==> src/design/spi_paged_pkg.sv <==
package spi_paged_pkg;

   // ************************************************
   // command byte layout
   // ************************************************
   localparam int CMD_RW_BIT = 7;
   localparam int CMD_ID_MSB = 6;
   localparam int CMD_ID_LSB = 4;
   localparam int CMD_PAGE_MSB = 3;
   localparam int CMD_PAGE_LSB = 0;
   localparam logic CMD_RW_WRITE = 1'b0;
   localparam logic CMD_RW_READ = 1'b1;

   // page numbers
   localparam logic [3:0] PAGE_LED_DUTY = 4'h0;
   localparam logic [3:0] PAGE_LED_SCALE = 4'h1;

   // chip identifier, value is arbitrary
   localparam logic [2:0] CHIP_ID_DEFAULT = 3'h5;

   // ************************************************
   // serial framing and reset values
   // ************************************************
   localparam int BYTE_BITS = 8;
   localparam logic [2:0] BIT_CNT_RESET = 3'h0;
   localparam logic [2:0] BIT_CNT_LAST = 3'h7;
   localparam logic [7:0] ADDR_RESET = 8'h00;
   localparam logic [7:0] ADDR_STEP = 8'h01;
   localparam logic [7:0] BYTE_RESET = 8'h00;

   // write word: page bit, address, data
   localparam int WR_WORD_W = 1 + 2 * BYTE_BITS;
   localparam int WR_BUF_DEPTH = 2;

   // ************************************************
   // timing
   // ************************************************
   localparam int CORE_CLK_HZ = 40_000_000;
   localparam int SCK_MAX_MHZ = 12;
   // shortest serial clock period in core cycles, rounded down
   localparam int SCK_MIN_PERIOD_CYC = CORE_CLK_HZ / (SCK_MAX_MHZ * 1_000_000);

   typedef enum logic [1:0] {
      ST_CMD,
      ST_ADDR,
      ST_DATA,
      ST_IGNORE
   } xfer_state_e;

endpackage

==> src/design/serial_byte_rx.sv <==
module serial_byte_rx
   import spi_paged_pkg::*;
(
   input wire logic i_core_clk,
   input wire logic i_resetn,
   input wire logic i_clear,
   input wire logic i_sample,
   input wire logic i_bit,
   output logic o_byte_done,
   output logic [7:0] o_byte
);

   logic [2:0] cnt_q;
   logic [2:0] cnt_d;
   logic [6:0] sr_q;
   logic [6:0] sr_d;

   // ************************************************
   // bit counter and shift register
   // ************************************************
   // byte completes on the eighth sampled bit, msb first
   assign o_byte_done = i_sample && (cnt_q == BIT_CNT_LAST);
   assign o_byte = {sr_q, i_bit};

   // next count and shift value
   always_comb begin
      cnt_d = cnt_q;
      sr_d = sr_q;
      if (i_clear) begin
         cnt_d = BIT_CNT_RESET;
      end else if (i_sample) begin
         cnt_d = cnt_q + 3'h1;
         sr_d = {sr_q[5:0], i_bit};
      end
   end

   // register stage
   always_ff @(posedge i_core_clk) begin
      if (!i_resetn) begin
         cnt_q <= BIT_CNT_RESET;
         sr_q <= 7'h00;
      end else begin
         cnt_q <= cnt_d;
         sr_q <= sr_d;
      end
   end

endmodule // serial_byte_rx

==> src/design/pair_buffer.sv <==
module pair_buffer
   import spi_paged_pkg::*;
#(
   parameter int WIDTH = WR_WORD_W
) (
   input wire logic i_core_clk,
   input wire logic i_resetn,
   input wire logic i_in_valid,
   output logic o_in_ready,
   input wire logic [WIDTH-1:0] i_in_data,
   output logic o_out_valid,
   input wire logic i_out_ready,
   output logic [WIDTH-1:0] o_out_data
);

   logic [WIDTH-1:0] mem_q [WR_BUF_DEPTH];
   logic [WIDTH-1:0] mem_d [WR_BUF_DEPTH];
   logic wp_q, wp_d, rp_q, rp_d;
   logic [1:0] cnt_q, cnt_d;
   logic push, pop;

   // ************************************************
   // flags and pointers
   // ************************************************
   assign o_in_ready = (cnt_q != 2'h2);
   assign o_out_valid = (cnt_q != 2'h0);
   assign o_out_data = mem_q[rp_q];
   assign push = i_in_valid && o_in_ready;
   assign pop = o_out_valid && i_out_ready;

   // pointer and fill count update
   always_comb begin
      wp_d = push ? ~wp_q : wp_q;
      rp_d = pop ? ~rp_q : rp_q;
      cnt_d = cnt_q;
      if (push && !pop) begin
         cnt_d = cnt_q + 2'h1;
      end else if (pop && !push) begin
         cnt_d = cnt_q - 2'h1;
      end
   end

   // per entry storage write
   for (genvar e = 0; e < WR_BUF_DEPTH; e++) begin : g_entry
      always_comb begin
         mem_d[e] = mem_q[e];
         if (push && (wp_q == 1'(e))) begin
            mem_d[e] = i_in_data;
         end
      end

      always_ff @(posedge i_core_clk) begin
         if (!i_resetn) begin
            mem_q[e] <= '0;
         end else begin
            mem_q[e] <= mem_d[e];
         end
      end
   end

   // register stage
   always_ff @(posedge i_core_clk) begin
      if (!i_resetn) begin
         wp_q <= 1'b0;
         rp_q <= 1'b0;
         cnt_q <= 2'h0;
      end else begin
         wp_q <= wp_d;
         rp_q <= rp_d;
         cnt_q <= cnt_d;
      end
   end

endmodule // pair_buffer

==> src/design/spi_paged_register_access.sv <==
module spi_paged_register_access
   import spi_paged_pkg::*;
#(
   parameter logic [2:0] CHIP_ID = CHIP_ID_DEFAULT
) (
   input wire logic i_core_clk,
   input wire logic i_resetn,
   input wire logic i_shutdown_input_n,
   input wire logic i_cs_n,
   input wire logic i_sck,
   input wire logic i_mosi,
   output logic o_miso,
   output logic o_miso_oe_n,
   output logic o_rd_en,
   output logic o_rd_page,
   output logic [7:0] o_rd_addr,
   input wire logic [7:0] i_rd_data,
   output logic o_wr_valid,
   input wire logic i_wr_ready,
   output logic o_wr_page,
   output logic [7:0] o_wr_addr,
   output logic [7:0] o_wr_data,
   output logic o_wr_overflow,
   output logic o_busy
);

   // ************************************************
   // declarations
   // ************************************************
   // edge history
   logic sck_q, sck_d;
   logic sdb_q, sdb_d;
   logic sck_rise, sck_fall, sdb_rise, clear;

   // sequencer, miso shifter and overflow flag state
   xfer_state_e state_q, state_d;
   logic rw_q, rw_d;
   logic page_q, page_d;
   logic [7:0] addr_q, addr_d;
   logic [7:0] tx_q, tx_d;
   logic fresh_q, fresh_d;
   logic drive_q, drive_d;
   logic ovf_q, ovf_d;

   // receiver, decode and buffer links
   logic byte_done;
   logic [7:0] rx_byte;
   logic cmd_ok;
   logic cmd_rw;
   logic [2:0] cmd_id;
   logic [3:0] cmd_page;
   logic load;
   logic push;
   logic buf_in_ready;
   logic [WR_WORD_W-1:0] buf_out;

   // ************************************************
   // edge detection
   // ************************************************
   // previous levels of serial clock and shutdown pin
   always_comb begin
      sck_d = i_sck;
      sdb_d = i_shutdown_input_n;
   end

   // history resets to the idle level of each pin
   always_ff @(posedge i_core_clk) begin
      if (!i_resetn) begin
         sck_q <= 1'b0;
         sdb_q <= 1'b1;
      end else begin
         sck_q <= sck_d;
         sdb_q <= sdb_d;
      end
   end

   assign sck_rise = i_sck && !sck_q && !i_cs_n;
   // falling edge moves the next miso bit
   assign sck_fall = !i_sck && sck_q && !i_cs_n;
   assign sdb_rise = i_shutdown_input_n && !sdb_q;
   assign clear = i_cs_n || sdb_rise;

   // ************************************************
   // byte receiver
   // ************************************************
   // counter restarts on deselect or shutdown release
   // eight bit units
   serial_byte_rx u_rx (
      .i_core_clk(i_core_clk),
      .i_resetn(i_resetn),
      .i_clear(clear),
      .i_sample(sck_rise),
      .i_bit(i_mosi),
      .o_byte_done(byte_done),
      .o_byte(rx_byte)
   );

   // ************************************************
   // command decode
   // ************************************************
   // command fields
   assign cmd_rw = rx_byte[CMD_RW_BIT];
   assign cmd_id = rx_byte[CMD_ID_MSB:CMD_ID_LSB];
   assign cmd_page = rx_byte[CMD_PAGE_MSB:CMD_PAGE_LSB];
   assign cmd_ok = (cmd_id == CHIP_ID)
      && ((cmd_page == PAGE_LED_DUTY)
      || (cmd_page == PAGE_LED_SCALE));

   // ************************************************
   // transfer sequencer
   // ************************************************
   // next state, pointer, read and write strobes
   always_comb begin
      state_d = state_q;
      rw_d = rw_q;
      page_d = page_q;
      addr_d = addr_q;
      load = 1'b0;
      push = 1'b0;
      if (clear) begin
         state_d = ST_CMD;
      end else if (byte_done) begin
         case (state_q)
            ST_CMD: begin
               if (cmd_ok) begin
                  rw_d = cmd_rw;
                  page_d = (cmd_page == PAGE_LED_SCALE);
                  state_d = ST_ADDR;
               end else begin
                  state_d = ST_IGNORE;
               end
            end
            ST_ADDR: begin
               addr_d = rx_byte;
               state_d = ST_DATA;
               if (rw_q == CMD_RW_READ) begin
                  load = 1'b1;
               end
            end
            ST_DATA: begin
               addr_d = addr_q + ADDR_STEP;
               if (rw_q == CMD_RW_WRITE) begin
                  push = 1'b1;
               end else begin
                  load = 1'b1;
               end
            end
            ST_IGNORE: begin
               state_d = ST_IGNORE;
            end
            default: begin
               state_d = ST_CMD;
            end
         endcase
      end
   end

   // sequencer register stage
   always_ff @(posedge i_core_clk) begin
      if (!i_resetn) begin
         state_q <= ST_CMD;
         rw_q <= CMD_RW_WRITE;
         page_q <= 1'b0;
         addr_q <= ADDR_RESET;
      end else begin
         state_q <= state_d;
         rw_q <= rw_d;
         page_q <= page_d;
         addr_q <= addr_d;
      end
   end

   // ************************************************
   // miso shift register
   // ************************************************
   // load on a read strobe, shift on later falling edges
   always_comb begin
      tx_d = tx_q;
      fresh_d = fresh_q;
      drive_d = drive_q;
      if (clear) begin
         drive_d = 1'b0;
         fresh_d = 1'b0;
      end else if (load) begin
         tx_d = i_rd_data;
         fresh_d = 1'b1;
         drive_d = 1'b1;
      end else if (sck_fall && drive_q) begin
         // first falling edge after a load keeps bit 7 on the line
         if (fresh_q) begin
            fresh_d = 1'b0;
         end else begin
            tx_d = {tx_q[6:0], 1'b0};
         end
      end
   end

   // shifter register stage
   always_ff @(posedge i_core_clk) begin
      if (!i_resetn) begin
         tx_q <= BYTE_RESET;
         fresh_q <= 1'b0;
         drive_q <= 1'b0;
      end else begin
         tx_q <= tx_d;
         fresh_q <= fresh_d;
         drive_q <= drive_d;
      end
   end

   // ************************************************
   // write overflow flag
   // ************************************************
   // pulse when the write buffer cannot take a byte
   always_comb begin
      ovf_d = push && !buf_in_ready;
   end

   // overflow register stage
   always_ff @(posedge i_core_clk) begin
      if (!i_resetn) begin
         ovf_q <= 1'b0;
      end else begin
         ovf_q <= ovf_d;
      end
   end

   // ************************************************
   // register core read port
   // ************************************************
   // either page readable
   assign o_rd_en = load;
   assign o_rd_page = page_q;
   // next pointer, so the loaded byte matches the strobe
   assign o_rd_addr = addr_d;

   // ************************************************
   // miso pin
   // ************************************************
   // undriven unless reading
   assign o_miso = tx_q[7];
   // enable low while the shifter drives
   assign o_miso_oe_n = !drive_q;

   // ************************************************
   // write path buffer
   // ************************************************
   // page and address kept with data
   pair_buffer #(
      .WIDTH(WR_WORD_W)
   ) u_wbuf (
      .i_core_clk(i_core_clk),
      .i_resetn(i_resetn),
      .i_in_valid(push),
      .o_in_ready(buf_in_ready),
      .i_in_data({page_q, addr_q, rx_byte}),
      .o_out_valid(o_wr_valid),
      .i_out_ready(i_wr_ready),
      .o_out_data(buf_out)
   );

   // head entry of the write buffer
   assign o_wr_page = buf_out[WR_WORD_W-1];
   assign o_wr_addr = buf_out[2*BYTE_BITS-1:BYTE_BITS];
   assign o_wr_data = buf_out[BYTE_BITS-1:0];
   assign o_wr_overflow = ovf_q;

   // busy from the command byte until deselect or shutdown release
   assign o_busy = (state_q != ST_CMD);

endmodule // spi_paged_register_access

==> config.mk <==
export PLATFORM = sky130hd
export DESIGN_NAME = spi_paged_register_access
export DESIGN_NICKNAME = d
export VERILOG_FILES = /design/src/design/spi_paged_pkg.sv /design/src/design/serial_byte_rx.sv /design/src/design/pair_buffer.sv /design/src/design/spi_paged_register_access.sv
export SDC_FILE = /design/constraint.sdc
export NUM_CORES = 1
export LEC_CHECK = 0
export ABC_AREA = 1
export ABC_CLOCK_PERIOD_IN_PS = 3400
export BUFFER_PORTS_ARGS = -buffer_cell sky130_fd_sc_hd__buf_2
export CAP_MARGIN = 20
export CORE_ASPECT_RATIO = 0.8
export CORE_UTILIZATION = 50
export DETAILED_ROUTE_END_ITERATION = 10
export GPL_ROUTABILITY_DRIVEN = 1
export PLACE_DENSITY = 0.73
export SKIP_CTS_REPAIR_TIMING = 1
export SYNTH_ARGS = -nofsm -noshare
export SYNTH_HDL_FRONTEND = slang
export SYNTH_SLANG_ARGS = --single-unit
==> constraint.sdc <==
create_clock -name i_core_clk -period 3.4 [get_ports i_core_clk]
set_input_delay 0.68 -clock i_core_clk [delete_from_list [all_inputs] [get_ports i_core_clk]]
set_output_delay 0.68 -clock i_core_clk [all_outputs]
set_load 0.02 [all_outputs]
==> results.ini <==
[status]
status = finished, final reports clean

[power]
switching_share_pct = 25.2
p_seq_share_pct = 57.4
ir_drop_v = 0.000275
power_frac_comb_pct = 8.9
p_leak_nw = 1.82
p_switching_w = 0.000429
intPower_w = 0.00127
clkPwrFrac_pct = 33.7
p_per_area_nw_per_um2 = 433

[yosys]
synth_fp_nets = 424
synthDistinctLibCells = 30
postSynthAreaPerCell_um2 = 8.74
ys_seq_area_share_pct = 52.1
synth-seq-cells = 74
netlist_area_um2 = 3500
yosys_warnings = 0
syn_inst = 400

[route]
top_layer = met4
met1_length_um = 3220
ant_nets = 0
drt-vias-per-instance = 4.94
drtPass1Iterations = 4
post_drt_wl_per_cell_um = 12.6
routed_wl_um = 6780
drc = 0
wl_met3_um = 364
drt_iter0_markers = 147
met2_length_um = 3110
vias = 2657

[setup_path]
cp_cell_sequence = ha_1, ha_1, nand4_1, nor2_1, nand2_2, o21ai_0, inv_1, buf_2
startpoint_type = flop
criticalPathCategory = flop to output pin
crit_path_end_kind = output pin
cp.arrival_ns = 2.28
max_stage_delay_ns = 0.36
slowest_stage = dfxtp_1
r2r_start = state_q[0]$_SDFFE_PP0P_
r2r-end = u_wbuf.cnt_q[1]$_SDFFE_PN0P_
r2r_setup_slack_ns = 1.40
critPathMaxFanout = 8
timing.critical_path.mode_cell = ha_1
worst_ep_required_time_ns = 2.72
r2r_cells = 11

[sta]
max_freq_ghz = 0.338
slew_headroom_pct = 46.1
setup_tns_ns = 0
rsz0062_at_grt = false
fin_worst_skew_ns = 0.00817
hold_viol_final = 0
holdWs_ns = 0.468
slew_viol_final = 0
setup_viol = 0
fin_crit_ns = 2.96
fin_crit_sh_pct = 87.0
worst_slew_pin_slew_ns = 0.807

[finish]
antenna_cells_inserted = 0
drive_gt1_share_pct = 20.9
area_growth_pct = 12.6
final_net_count = 473
num-fill-cells = 607

[clock_tree]
path_clk_slew_ns = 0.07
cts_max_path_buffers = 2
clkSinkCount = 74
cts_tree = yes
h-tree-depth = 3
clk_latency_ns = 0.34
numCtsBuffers = 9
root_buffer = clkbuf_8

[global_routing]
grt_pass1_wl_um = 11400
grt_max_degree = 24
antenna_found_initial = 0
grt_overflow_total = 0
grt_usage_pct = 20.3
grt_pass1_vias = 2516

[run]
cap_violations = 0

[floorplanning]
io_pins = 47
coreArea_um2 = 6570
start_util_pct = 53.2
die_width_um = 95.5
die_height_um = 76.8
num_rows = 26
die-area_um2 = 7330

[hold_path]
hp-start = tx_q[0]$_SDFFE_PN0P_
whs_path_depth = 2
hold_path_class = flop to flop
whs_endpoint = tx_q[0]$_SDFFE_PN0P_

[placement]
hpwl_um = 4850
io_buffers = 46
routabilityCongestion = 0.843

==> worst max-delay path, delay by kind of cell (launching register included) <==
family	cells	cell delay (ns)
buffers and inverters	2	0.22
adders and majority gates	2	0.35
DFF	1	0.36
and+or+nand+nor	3	0.74
AOI/OAI and AO/OA	1	0.28
==> cells by family after synthesis <==
logic type	synth area share, %
AOI/OAI and AO/OA	6.41
and+or+nand+nor	24.2
muxes	5.48
buffers and inverters	8.05
adders and majority gates	3.22
DFF	52.1
xor gates and xnor gates	0.501
==> per-stage QoR <==
stage                     area, um^2  total power, W  worst slack, ns  std cells  util [%]
after floorplan                 3500         0.00110            0.440        400         -
after global placement          3770         0.00115            0.727        522      57.4
after detailed placement        3770         0.00115            0.672        522      57.4
after CTS                       3940         0.00172            0.445        538      59.9
after global routing            3940         0.00177            0.194        538      59.9
final                           3940         0.00170            0.441        538      59.9
==> state kept, by name, summed over array words and instances (netlist names), 2 cells and up, named ones only <==
signal,flops
u_wbuf.mem_q,34
addr_q,8
u_wbuf.cnt_q,2
u_rx.cnt_q,3
tx_q,8
state_q,2
u_rx.sr_q,7
==> worst max path at each step <==
stage | end | cells after the start | from | slack (ns)
after floorplan | u_wbuf.mem_q[0][0]$_SDFFCE_PN0P_ | 7 | i_shutdown_input_n | 0.44
after global placement | o_rd_addr[3] | 8 | i_cs_n | 0.73
after detailed placement | o_rd_addr[3] | 8 | i_cs_n | 0.67
after CTS | o_rd_addr[3] | 8 | u_rx.cnt_q[0]$_SDFFE_PP0P_ | 0.45
after global routing | o_rd_addr[4] | 8 | u_rx.cnt_q[0]$_SDFFE_PP0P_ | 0.19
final | o_rd_addr[3] | 8 | u_rx.cnt_q[0]$_SDFFE_PP0P_ | 0.44
==> cells in the mapped netlist <==
cell type	count	area, um^2
inv_1	52	195
dfxtp_1	40	801
ha_1	9	113
buf_1	1	3.75
nor2_4	2	22.5
buf_2	2	10.0
nand2_2	4	25.0
nor2_8	1	20.0
clkbuf_8	2	27.5
nand2_1	76	285
or2_2	2	12.5
a22oi_1	1	7.51
o21a_1	1	7.51
edfxtp_1	34	1020
a21oi_1	15	75.1
nand3_1	17	85.1
nor4_1	1	6.26
xor2_1	2	17.5
mux2_2	17	191
nand4_1	4	25.0
nor3_1	3	15.0
nor2_1	79	297
o21ai_0	23	115
o21bai_4	1	18.8
inv_2	1	3.75
clkbuf_1	4	15.0
nand4_4	2	42.5
nand2_4	1	11.3
buf_6	2	22.5
clkinv_1	1	3.75
==> layer usage <==
layer / vias to the layer above / global-route usage [%]
li1: 1378 / -
met1: 1209 / 27.6
met2: 60 / 31.5
met3: 10 / 5.06
met4: 0 / 6.72
met5: - / 0
==> cell type report <==
type / instances / area, um^2 / share of cell area, %
sequential: 74 / 1820 / 46.3
multi-input combinational: 261 / 1390 / 35.4
timing repair buffer: 49 / 253 / 6.42
inverter: 54 / 203 / 5.15
clock buffer: 10 / 128 / 3.24
tap: 84 / 105 / 2.67
clock inverter: 6 / 35.0 / 0.890
==> power groups by stage <==
stage,clock network [W],registers [W],logic (W)
after floorplan,0,0.000985,0.000116
after global placement,0,0.000997,0.000151
after detailed placement,0,0.000998,0.000153
after CTS,0.000589,0.000978,0.000153
after global routing,0.000619,0.000982,0.000167
final,0.000573,0.000978,0.000152
==> cells in the final DEF, fill, tap and decap left out, types with 3 or more instances in the layout <==
master,count
o21ai_0,22
nor2_1,79
edfxtp_1,34
buf_2,46
nor3_1,3
ha_1,9
inv_1,52
mux2_2,17
nand3_1,17
nand2_1,76
buf_4,3
nand2_2,4
dfxtp_1,40
clkinv_2,4
nand4_1,4
clkbuf_8,9
a21oi_1,15
Power figures use the tool's default switching activity.
